$ cat config.mk
export PLATFORM = sky130hd
export DESIGN_NAME = wl_train_ctrl
export DESIGN_NICKNAME = d
export VERILOG_FILES = /design/src/hw/wl_train_pkg.sv /design/src/hw/wl_lane_level.sv /design/src/hw/wl_train_ctrl.sv
export SDC_FILE = /design/constraint.sdc
export NUM_CORES = 1
export LEC_CHECK = 0
export ABC_AREA = 1
export ABC_CLOCK_PERIOD_IN_PS = 12000
export BUFFER_PORTS_ARGS = -buffer_cell sky130_fd_sc_hd__buf_2
export CAP_MARGIN = 20
export CORE_ASPECT_RATIO = 1.25
export CORE_MARGIN = 2
export CORE_UTILIZATION = 55
export CTS_CLUSTER_DIAMETER = 30
export DETAILED_ROUTE_END_ITERATION = 8
export PLACE_DENSITY_LB_ADDON = 0.25
export SYNTH_ARGS = -nofsm -noshare
export SYNTH_HDL_FRONTEND = slang
export SYNTH_SLANG_ARGS = --single-unit
$ cat constraint.sdc
create_clock -name core_clk_i -period 12 [get_ports core_clk_i]
set_clock_uncertainty 0.05 [all_clocks]
set_input_delay 0.6 -clock core_clk_i [delete_from_list [all_inputs] [get_ports core_clk_i]]
set_output_delay 0.6 -clock core_clk_i [all_outputs]
set_load 0.01 [all_outputs]
$ cat src/hw/wl_train_pkg.sv
/*
 Constants for the write-levelization training block: field widths,
 reset values and cycle counts in memory clocks.
 Assumes one memory clock domain drives every register of the block.
*/
package wl_train_pkg;
    localparam int LANES = 9;
    localparam int DELAY_W = 8;
    localparam int MR_CS_W = 3;
    localparam int MR_BANK_W = 3;
    localparam int MR_ADDR_W = 16;
    localparam int ODT_W = 4;
    localparam int RATE_W = 3;
    localparam int DIMM_SEL_W = 2;
    localparam int ZQ_W = 2;
    localparam int CNT_W = 8;
    localparam logic [CNT_W-1:0] MR_CMD_CYCLES = 8'h04;
    localparam logic [CNT_W-1:0] SR_ENTRY_CYCLES = 8'h08;
    localparam logic [CNT_W-1:0] SR_EXIT_CYCLES = 8'h08;
    localparam logic [CNT_W-1:0] RATE_CHANGE_CYCLES = 8'h10;
    localparam logic [CNT_W-1:0] LEVEL_STEP_CYCLES = 8'h08;
    localparam logic [DELAY_W-1:0] DELAY_RESET = 8'h00;
    localparam logic [RATE_W-1:0] RATE_RESET = 3'h0;
endpackage

$ cat src/hw/wl_lane_level.sv
/*
 One byte lane leveling tracker: while training is active, steps the lane
 delay towards the edge where the sampled clock level changes.
 Assumes sample_i is the DQ feedback level taken by the phy.
*/
`timescale 1ns/100ps
`default_nettype none
module wl_lane_level (
    input wire logic core_clk_i,
    input wire logic rst_i,
    input wire logic load_i,
    input wire logic [wl_train_pkg::DELAY_W-1:0] seed_i,
    input wire logic step_i,
    input wire logic sample_i,
    output logic [wl_train_pkg::DELAY_W-1:0] delay_o
);
    typedef struct packed {
        logic [wl_train_pkg::DELAY_W-1:0] delay;
        logic seen;
        logic last;
        logic done;
    } lane_state_t;
    lane_state_t s_q, s_d;
    always_comb begin
        s_d = s_q;
        if (load_i) begin
            s_d.delay = seed_i;
            s_d.seen = 1'b0;
            s_d.done = 1'b0;
        end else if (step_i && !s_q.done) begin
            // Stop on the first level change; low moves later, high earlier
            if (s_q.seen && (sample_i != s_q.last)) begin
                s_d.done = 1'b1;
            end else if (sample_i) begin
                s_d.delay = s_q.delay - 8'h01;
            end else begin
                s_d.delay = s_q.delay + 8'h01;
            end
            s_d.seen = 1'b1;
            s_d.last = sample_i;
        end
    end
    always_ff @(posedge core_clk_i or posedge rst_i) begin
        if (rst_i) begin
            s_q <= '0;
        end else begin
            s_q <= s_d;
        end
    end
    assign delay_o = s_q.delay;
endmodule // wl_lane_level
`default_nettype wire

$ cat src/hw/wl_train_ctrl.sv
/*
 Controller-side hardware of write-levelization training: mode-register
 command sender, self-refresh entry and exit, clock rate change and
 phy-assisted per-lane delay leveling.
 Assumes the configuring party sequences the fields as documented and
 holds the control inputs as levels between its writes.
*/
`timescale 1ns/100ps
`default_nettype none
// Operation
// - Load chip select, bank, address, set send; hardware clears send when done.
// - Assist mode on 200 clocks (32 in pass two), then off; read delays.
// - Pass two sets self-refresh entry, waits for hardware to clear it.
// - Compensation off, rate invalid, new code, valid; wait pending clear, compensation on.
// - Set self-refresh exit; hardware clears it when done; then fence retraining.
// - Half-byte select picks lower or upper nibble (not decoded by this block); both results averaged.
module wl_train_ctrl (
    input wire logic core_clk_i,
    input wire logic rst_i,
    input wire logic wl_train_enable_i,
    input wire logic [wl_train_pkg::DIMM_SEL_W-1:0] train_dimm_select_i,
    input wire logic [wl_train_pkg::MR_CS_W-1:0] modereg_cmd_chip_select_i,
    input wire logic [wl_train_pkg::MR_BANK_W-1:0] modereg_cmd_bank_i,
    input wire logic [wl_train_pkg::MR_ADDR_W-1:0] modereg_cmd_addr_i,
    input wire logic modereg_cmd_send_set_i,
    input wire logic [wl_train_pkg::ODT_W-1:0] wl_odt_pattern_i,
    input wire logic wl_odt_drive_en_i,
    input wire logic wl_phy_assist_mode_i,
    input wire logic train_half_byte_sel_i,
    input wire logic delay_write_i,
    input wire logic [wl_train_pkg::LANES*wl_train_pkg::DELAY_W-1:0] delay_seed_i,
    input wire logic [wl_train_pkg::LANES-1:0] lane_sample_i,
    input wire logic self_refresh_entry_set_i,
    input wire logic self_refresh_exit_set_i,
    input wire logic auto_comp_off_i,
    input wire logic [wl_train_pkg::RATE_W-1:0] mem_clock_rate_code_i,
    input wire logic mem_clock_rate_valid_i,
    output logic modereg_cmd_send_o,
    output logic mr_cmd_strobe_o,
    output logic [wl_train_pkg::MR_CS_W-1:0] mr_cmd_chip_select_o,
    output logic [wl_train_pkg::MR_BANK_W-1:0] mr_cmd_bank_o,
    output logic [wl_train_pkg::MR_ADDR_W-1:0] mr_cmd_addr_o,
    output logic [wl_train_pkg::ODT_W-1:0] odt_pins_o,
    output logic self_refresh_entry_o,
    output logic self_refresh_exit_o,
    output logic rate_change_pending_o,
    output logic [wl_train_pkg::RATE_W-1:0] active_rate_code_o,
    output logic comp_running_o,
    output logic [wl_train_pkg::LANES*wl_train_pkg::DELAY_W-1:0] lane_delay_o
);
    typedef enum logic [1:0] {
        RATE_IDLE = 2'b00,
        RATE_WAIT = 2'b01,
        RATE_DONE = 2'b10
    } rate_state_t;

    typedef struct packed {
        logic send;
        logic [wl_train_pkg::CNT_W-1:0] mr_cnt;
        logic strobe;
        logic [wl_train_pkg::MR_CS_W-1:0] cs;
        logic [wl_train_pkg::MR_BANK_W-1:0] bank;
        logic [wl_train_pkg::MR_ADDR_W-1:0] addr;
        logic [wl_train_pkg::ODT_W-1:0] odt;
        logic sr_entry;
        logic sr_exit;
        logic [wl_train_pkg::CNT_W-1:0] sr_cnt;
        rate_state_t rate_st;
        logic [wl_train_pkg::CNT_W-1:0] rate_cnt;
        logic pending;
        logic [wl_train_pkg::RATE_W-1:0] rate;
        logic valid_last;
        logic comp;
        logic [wl_train_pkg::CNT_W-1:0] step_cnt;
        logic [wl_train_pkg::LANES*wl_train_pkg::DELAY_W-1:0] delay_out;
    } ctrl_state_t;

    ctrl_state_t s_q, s_d;
    logic step;
    logic load;
    logic [wl_train_pkg::LANES*wl_train_pkg::DELAY_W-1:0] lane_delay;

    // Leveling steps only while the phy assist mode is on
    assign step = wl_train_enable_i && wl_phy_assist_mode_i
        && (s_q.step_cnt == wl_train_pkg::LEVEL_STEP_CYCLES);
    // Seeds loaded while assist mode is off
    assign load = delay_write_i && !wl_phy_assist_mode_i;

    // Lane samples come straight from lane_sample_i; train_half_byte_sel_i is not decoded here
    genvar g;
    generate
        for (g = 0; g < wl_train_pkg::LANES; g = g + 1) begin : g_lane
            wl_lane_level u_lane (
                .core_clk_i(core_clk_i),
                .rst_i(rst_i),
                .load_i(load),
                .seed_i(delay_seed_i[g*wl_train_pkg::DELAY_W +: wl_train_pkg::DELAY_W]),
                .step_i(step),
                .sample_i(lane_sample_i[g]),
                .delay_o(lane_delay[g*wl_train_pkg::DELAY_W +: wl_train_pkg::DELAY_W])
            );
        end
    endgenerate

    always_comb begin
        s_d = s_q;
        s_d.strobe = 1'b0;
        // Mode-register command: capture fields, issue, clear send when done
        if (s_q.send) begin
            if (s_q.mr_cnt == wl_train_pkg::MR_CMD_CYCLES) begin
                s_d.send = 1'b0;
                s_d.mr_cnt = '0;
                s_d.strobe = 1'b1;
            end else begin
                s_d.mr_cnt = s_q.mr_cnt + 8'h01;
            end
        end else if (modereg_cmd_send_set_i) begin
            s_d.send = 1'b1;
            s_d.cs = modereg_cmd_chip_select_i;
            s_d.bank = modereg_cmd_bank_i;
            s_d.addr = modereg_cmd_addr_i;
        end
        // Leveling ODT driven only while enabled
        s_d.odt = wl_odt_drive_en_i ? wl_odt_pattern_i : '0;
        // Self-refresh entry and exit, cleared by hardware when complete
        if (s_q.sr_entry || s_q.sr_exit) begin
            if (s_q.sr_cnt == (s_q.sr_entry ? wl_train_pkg::SR_ENTRY_CYCLES : wl_train_pkg::SR_EXIT_CYCLES)) begin
                s_d.sr_entry = 1'b0;
                s_d.sr_exit = 1'b0;
                s_d.sr_cnt = '0;
            end else begin
                s_d.sr_cnt = s_q.sr_cnt + 8'h01;
            end
        end else if (self_refresh_entry_set_i) begin
            s_d.sr_entry = 1'b1;
        end else if (self_refresh_exit_set_i) begin
            s_d.sr_exit = 1'b1;
        end
        // Rate change on rising valid edge
        s_d.valid_last = mem_clock_rate_valid_i;
        s_d.comp = !auto_comp_off_i;
        unique case (s_q.rate_st)
            RATE_IDLE: begin
                if (mem_clock_rate_valid_i && !s_q.valid_last) begin
                    s_d.pending = 1'b1;
                    s_d.rate_cnt = '0;
                    s_d.rate_st = RATE_WAIT;
                end
            end
            RATE_WAIT: begin
                if (s_q.rate_cnt == wl_train_pkg::RATE_CHANGE_CYCLES) begin
                    s_d.rate = mem_clock_rate_code_i;
                    s_d.rate_st = RATE_DONE;
                end else begin
                    s_d.rate_cnt = s_q.rate_cnt + 8'h01;
                end
            end
            RATE_DONE: begin
                s_d.pending = 1'b0;
                s_d.rate_st = RATE_IDLE;
            end
            default: begin
                s_d.rate_st = RATE_IDLE;
            end
        endcase
        // Step pacing while assist mode and training enable are both on
        // Restart from zero whenever leveling pauses so the first step comes a full period in
        if (!(wl_train_enable_i && wl_phy_assist_mode_i) || step) begin
            s_d.step_cnt = '0;
        end else begin
            s_d.step_cnt = s_q.step_cnt + 8'h01;
        end
        s_d.delay_out = lane_delay;
    end

    always_ff @(posedge core_clk_i or posedge rst_i) begin
        if (rst_i) begin
            s_q <= '0;
            s_q.rate_st <= RATE_IDLE;
            s_q.rate <= wl_train_pkg::RATE_RESET;
            s_q.comp <= 1'b1;
        end else begin
            s_q <= s_d;
        end
    end

    assign modereg_cmd_send_o = s_q.send;
    assign mr_cmd_strobe_o = s_q.strobe;
    assign mr_cmd_chip_select_o = s_q.cs;
    assign mr_cmd_bank_o = s_q.bank;
    assign mr_cmd_addr_o = s_q.addr;
    assign odt_pins_o = s_q.odt;
    assign self_refresh_entry_o = s_q.sr_entry;
    assign self_refresh_exit_o = s_q.sr_exit;
    assign rate_change_pending_o = s_q.pending;
    assign active_rate_code_o = s_q.rate;
    assign comp_running_o = s_q.comp;
    assign lane_delay_o = s_q.delay_out;
endmodule // wl_train_ctrl
`default_nettype wire

; Yosys cells after proc, flatten, opt, wreduce, memory -nomap -nowiden
; Cells that the tools add are included.
[word_totals]
reg_bits = 241
elab_cells = 275
inputBits = 124
output_inout_bits = 107
[classes]
add_sub_neg = 22
bitwise_logic = 2
eq_ne = 29
reduce_logical = 94
muxes = 74
[ops]
columns = cell, n
row1 = $mux 8, 22
row2 = $mux 11, 10
row3 = $add 8x1->8 const B, 13
row4 = $mux 9, 9
row5 = $sub 8x1->8 const B, 9
row6 = $reduce_and 2->1, 32
row7 = $reduce_bool 2->1, 22
row8 = $mux 1, 26
row9 = $logic_and 1x1->1, 22
row10 = $ne 2x2->1 const B, 11
row11 = $eq 8x4->1 const B, 2
row12 = $pmux 8 s2, 1
row13 = $logic_not 1->1, 13
row14 = $ne 1x1->1, 9
row15 = $eq 8x3->1 const B, 1
row16 = $eq 8x5->1 const B, 1
row17 = $mux 2, 3
row18 = $ne 2x1->1 const B, 3
row19 = $reduce_and 3->1, 2
row20 = $mux 4, 1
row21 = $pmux 2 s2, 1
row22 = $eq 2x1->1 const B, 1
row23 = $eq 2x2->1 const B, 1
row24 = $logic_not 2->1, 1
row25 = other kinds (3), 5

; Longest topological paths before layout
[depth]
word_depth = 5
mapped_depth = 10
depth_no_buf = 10

; By module
; From an unflattened synthesis, not the netlist that was laid out.
[hier_totals]
hier_cells = 1564
hier_area_um2 = 14027.2
[modules_own_cells]
columns = module, n_inst, seq_area_each_um2, area_per_inst_um2, cells_per_inst
row1 = wl_lane_level at g_lane[1].u_lane ..., 8, 275.3, 899.6, 117
row2 = wl_train_ctrl, 1, 3554.7, 5923.2, 516
row3 = wl_lane_level at g_lane[0].u_lane, 1, 275.3, 907.1, 112

; Least setup slack after synthesis
; No wires, ideal clock.
[synth_path]
kind = input-to-reg
from = in lane_sample_i[6] (netlist bit)
to = reg g_lane[6].u_lane.s_q, in the netlist g_lane[6].u_lane.delay_o[7]
cell_stages = 8
t_arrival_ns = 1.598
setup_slack_ns = 10.236
path_buffers = 0
cell_sequence = ha_1 or2_2 nand3_1 nand3_1 nand3_1 nand2_1 nand2_1 nand2_1
[synth_via]
elab_chain_cells = 4
[synth_rtl]
columns = item, line
row1 = from (decl), wl_train_ctrl.sv:32  ; input wire logic [wl_train_pkg::LANES-1:0] lane_sample_i,
row2 = $mux 8 or $ne 1x1->1 (tied branches), "wl_lane_level.sv:34, wl_lane_level.sv:32"
row3 = $mux 8 or $logic_and 1x1->1 (tied branches), wl_lane_level.sv:32  ; if (s_q.seen && (sample_i != s_q.last)) begin
row4 = $mux 11 or $ne 2x2->1 (tied branches), -
row5 = $mux 9 or $reduce_and 2->1 (tied branches), -
row6 = to (signal assigned), wl_lane_level.sv:45  ; s_q <= '0;
row7 = to (signal assigned), wl_lane_level.sv:47  ; s_q <= s_d;
row8 = to (decl), wl_lane_level.sv:23  ; lane_state_t s_q, s_d;
; Several ways; a longest one is shown, not always the timed one. The select of a mux whose other input is x is not followed.
; A chain may end at the register's enable or synchronous reset.

; Worst setup path in the final report
[layout_path]
from = in wl_phy_assist_mode_i
to = reg g_lane[8].u_lane.s_q, in the netlist g_lane[8].u_lane.delay_o[6]
[layout_via]
elab_chain_cells = 5
[layout_rtl]
columns = item, line
row1 = from (decl), wl_train_ctrl.sv:28  ; input wire logic wl_phy_assist_mode_i,
row2 = $logic_and 1x1->1, wl_train_ctrl.sv:84  ; assign step = wl_train_enable_i && wl_phy_assist_mode_i
row3 = $logic_and 1x1->1, wl_train_ctrl.sv:85  ; && (s_q.step_cnt == wl_train_pkg::LEVEL_STEP_CYCLES);
row4 = $logic_and 1x1->1, wl_lane_level.sv:30  ; end else if (step_i && !s_q.done) begin
row5 = $reduce_bool 2->1 (no line), -
row6 = $reduce_and 2->1 (no line), -
row7 = to (signal assigned), wl_lane_level.sv:45
row8 = to (signal assigned), wl_lane_level.sv:47
row9 = to (decl), wl_lane_level.sv:23
; Several ways; a longest one is shown, not always the timed one.

==> impl_metrics.ini <==
[run]
drv_cap = 0

[floorplanning]
die_w_microns = 143
die_h_microns = 178
initial_core_util_pct = 56.0
core_area_sq_um = 23700
num_rows = 63
die_area_sq_um = 25400
pin_count = 231

[routing]
wire_per_inst_microns = 13.5
drt-pass1-iter-count = 5
wirelength_microns = 28200
drtIter0Drc = 373
highest_layer = met5
wl_met1_microns = 11700
met3_length_microns = 1540
num_vias = 10400
routed_via_density = 4.95
drcViolationCount = 0
met2_length_microns = 14000
antenna_left = 0

[grt]
grt-ovfl-total = 0
grt_max_degree = 114
grt_pass1_vias = 10600
groute.usage.overall_pct = 22.8
grt_pass1_wl_microns = 47400
antenna_found_initial = 2

[placed_design]
gp_routability_congestion = 0.895
io_buffer_count = 227
place_inst = 2008
post_dp_cell_area_sq_um = 14000
post-dp-hpwl_microns = 19400

[power_and_ir_drop]
cellLeakagePower_uw = 0.00849
pwr-share-clk_pct = 47.3
p_seq_share_pct = 34.5
ir_drop_v = 0.000124
power_per_cell_area_nw_per_um2 = 186
p_comb_share_pct = 18.2
p_sw_uw = 806
p_int_uw = 2130
switching_share_pct = 27.4

[finish]
utilization_pct = 66.4
drive_gt1_share_pct = 22.1
stdcell_count = 2096
num-nets-final = 1929
area_delta_synth_final_pct = 18.6
design_area_sq_um = 15800

[timing]
setup_violations = 0
worst_pin_slew_ns = 1.00
fmaxAchievable_mhz = 442
totalNegativeSetupSlack_ns = 0
hold_viol_final = 0
slew_headroom_pct = 33.1
fin_crit_ns = 2.26
drv_slew = 0
fin_crit_sh_pct = 18.8
finalHoldWorstSlack_ns = 0.142
rsz0062_at_grt = no

[clocking]
cts.htree.levels = 2
clk_latency_ns = 0.53
cts.clk_slew.worst_paths_ns = 0.05
cts_setup_buffers = 0
cts.sinks = 241
tritoncts = built
ctsHoldBuffers = 0
max-clock-path-buffers = 3
cts_resized = 0
numCtsBuffers = 49
root_buffer = clkbuf_16

[yosys]
yosys.cell_count.top_type = nand2_1
synthFlopType = dfrtp_1
async_reset_ff_share_pct = 100
yosys.cell_types.count = 34
ys_top_cells_by_count = 473 x nand2_1, 240 x dfrtp_1, 145 x inv_1, 134 x nor2_1, 102 x buf_4
synth.avg_cell_area_sq_um = 8.47
syn_area_sq_um = 13300
synth_top_area_cell = dfrtp_1
yosysWarnings = 0
yosys.area.top_type_share_pct = 45.2
synth_fp_nets = 1763
synth_seq_area_share_pct = 45.4
ys_ff_latch = 241
synth_area_leaders = dfrtp_1 45%, nand2_1 13%, ha_1 5.8%
syn_inst = 1568
synth-edff-count = 0

[critical_path]
cp-start-kind = input pin
cp.required_ns = 12.40
arrival_ns = 2.66
cp_max_fo = 87
end_kind = flip-flop
path_class = input pin to flip-flop

[min_path]
worstHoldPathType = input pin to async pin

[status]
status = complete, no violations
==> kinds of logic after synthesis <==
group	Yosys count	share of synthesized area (%)
AOI/OAI and AO/OA	128	4.96
adders and majority gates	71	7.19
DFF	241	45.4
buffers and inverters	270	10.9
xor gates and xnor gates	58	3.82
muxes	22	1.86
and+or+nand+nor	778	25.9
==> worst max-delay path: stages <==
cell      delay [ns]
buf_2           0.12
nor2_4          0.09
buf_4           0.75
inv_1           0.09
buf_4           0.30
nand2_1         0.28
nand2_4         0.14
clkinv_4        0.10
nor2_1          0.05
nor2_1          0.11
==> per-layer routing <==
metal  vias to the layer above  track usage (%)
met5                         -                0
met4                         2             9.78
met1                      4809             26.2
li1                       5224                -
met2                       256             40.8
met3                        75             4.86
==> final timing paths <==
path                                             start                          end  slack [ns]  depth (start not counted)
max in group asynchronous                        rst_i  g_lane[6].u_lane.delay_o[1]       10.27                          3
setup reg to reg                               s_q[72]  g_lane[5].u_lane.delay_o[5]        9.98                         10
setup / recovery                  wl_phy_assist_mode_i  g_lane[8].u_lane.delay_o[6]        9.74                         10
hold / removal                                   rst_i             lane_delay_o[45]        0.14                          2
min in group core_clk_i                auto_comp_off_i               comp_running_o        0.14                          2
hold reg to reg            g_lane[6].u_lane.delay_o[6]             lane_delay_o[54]        0.35                          0
==> area by class of cell <==
type / instances / area [sq um]
antenna: 1 / 2.50
clock inverter: 22 / 334
tap: 325 / 407
sequential: 241 / 6030
timing repair buffer: 231 / 1170
multi-input combinational: 1057 / 5810
inverter: 154 / 631
clock buffer: 65 / 1380
fill: 1951 / 7970
==> power by group through the flow <==
stage	Sequential [uW]	Combinational [uW]	Clock [uW]
final	1010	535	1390
after global routing	1030	612	1460
after CTS	1010	541	1410
after detailed placement	1020	534	0
after global placement	1020	517	0
after floorplan	1010	457	0
==> state kept, by name (all words and copies together), names as in the netlist, 3 cells and up <==
signal	flops
g_lane.u_lane.s_q	27
g_lane.u_lane.delay_o	72
s_q	35
odt_pins_o	4
mr_cmd_addr_o	16
active_rate_code_o	3
mr_cmd_bank_o	3
lane_delay_o	72
mr_cmd_chip_select_o	3
==> cell usage in the layout (no fill, tap or decap), types with 8 or more instances in the layout <==
master and instances:
a21oi_1 56, buf_2 227, bufinv_16 8, clkbuf_16 49, clkbuf_8 9, clkinv_4 11, dfrtp_1 240, fa_1 9
ha_1 62, inv_1 144, mux2_2 22, nand2_1 473, nand2_4 15, nand3_1 91, nand3_4 9, nand3b_1 11
nor2_1 134, nor3_1 9, o21ai_0 58, o22ai_1 10, or2_2 16, xnor2_1 23, xor2_1 35
==> stage by stage <==
| step | setup slack [ns] | power, uW |
|---|---|---|
| finish | 9.74 | 2940 |
| global route | 9.56 | 3100 |
| CTS | 9.73 | 2970 |
| detailed placement | 9.22 | 1560 |
| global placement | 9.26 | 1540 |
| floorplan | 4.74 | 1470 |
Note: power is estimated with default switching activity, not from simulation.
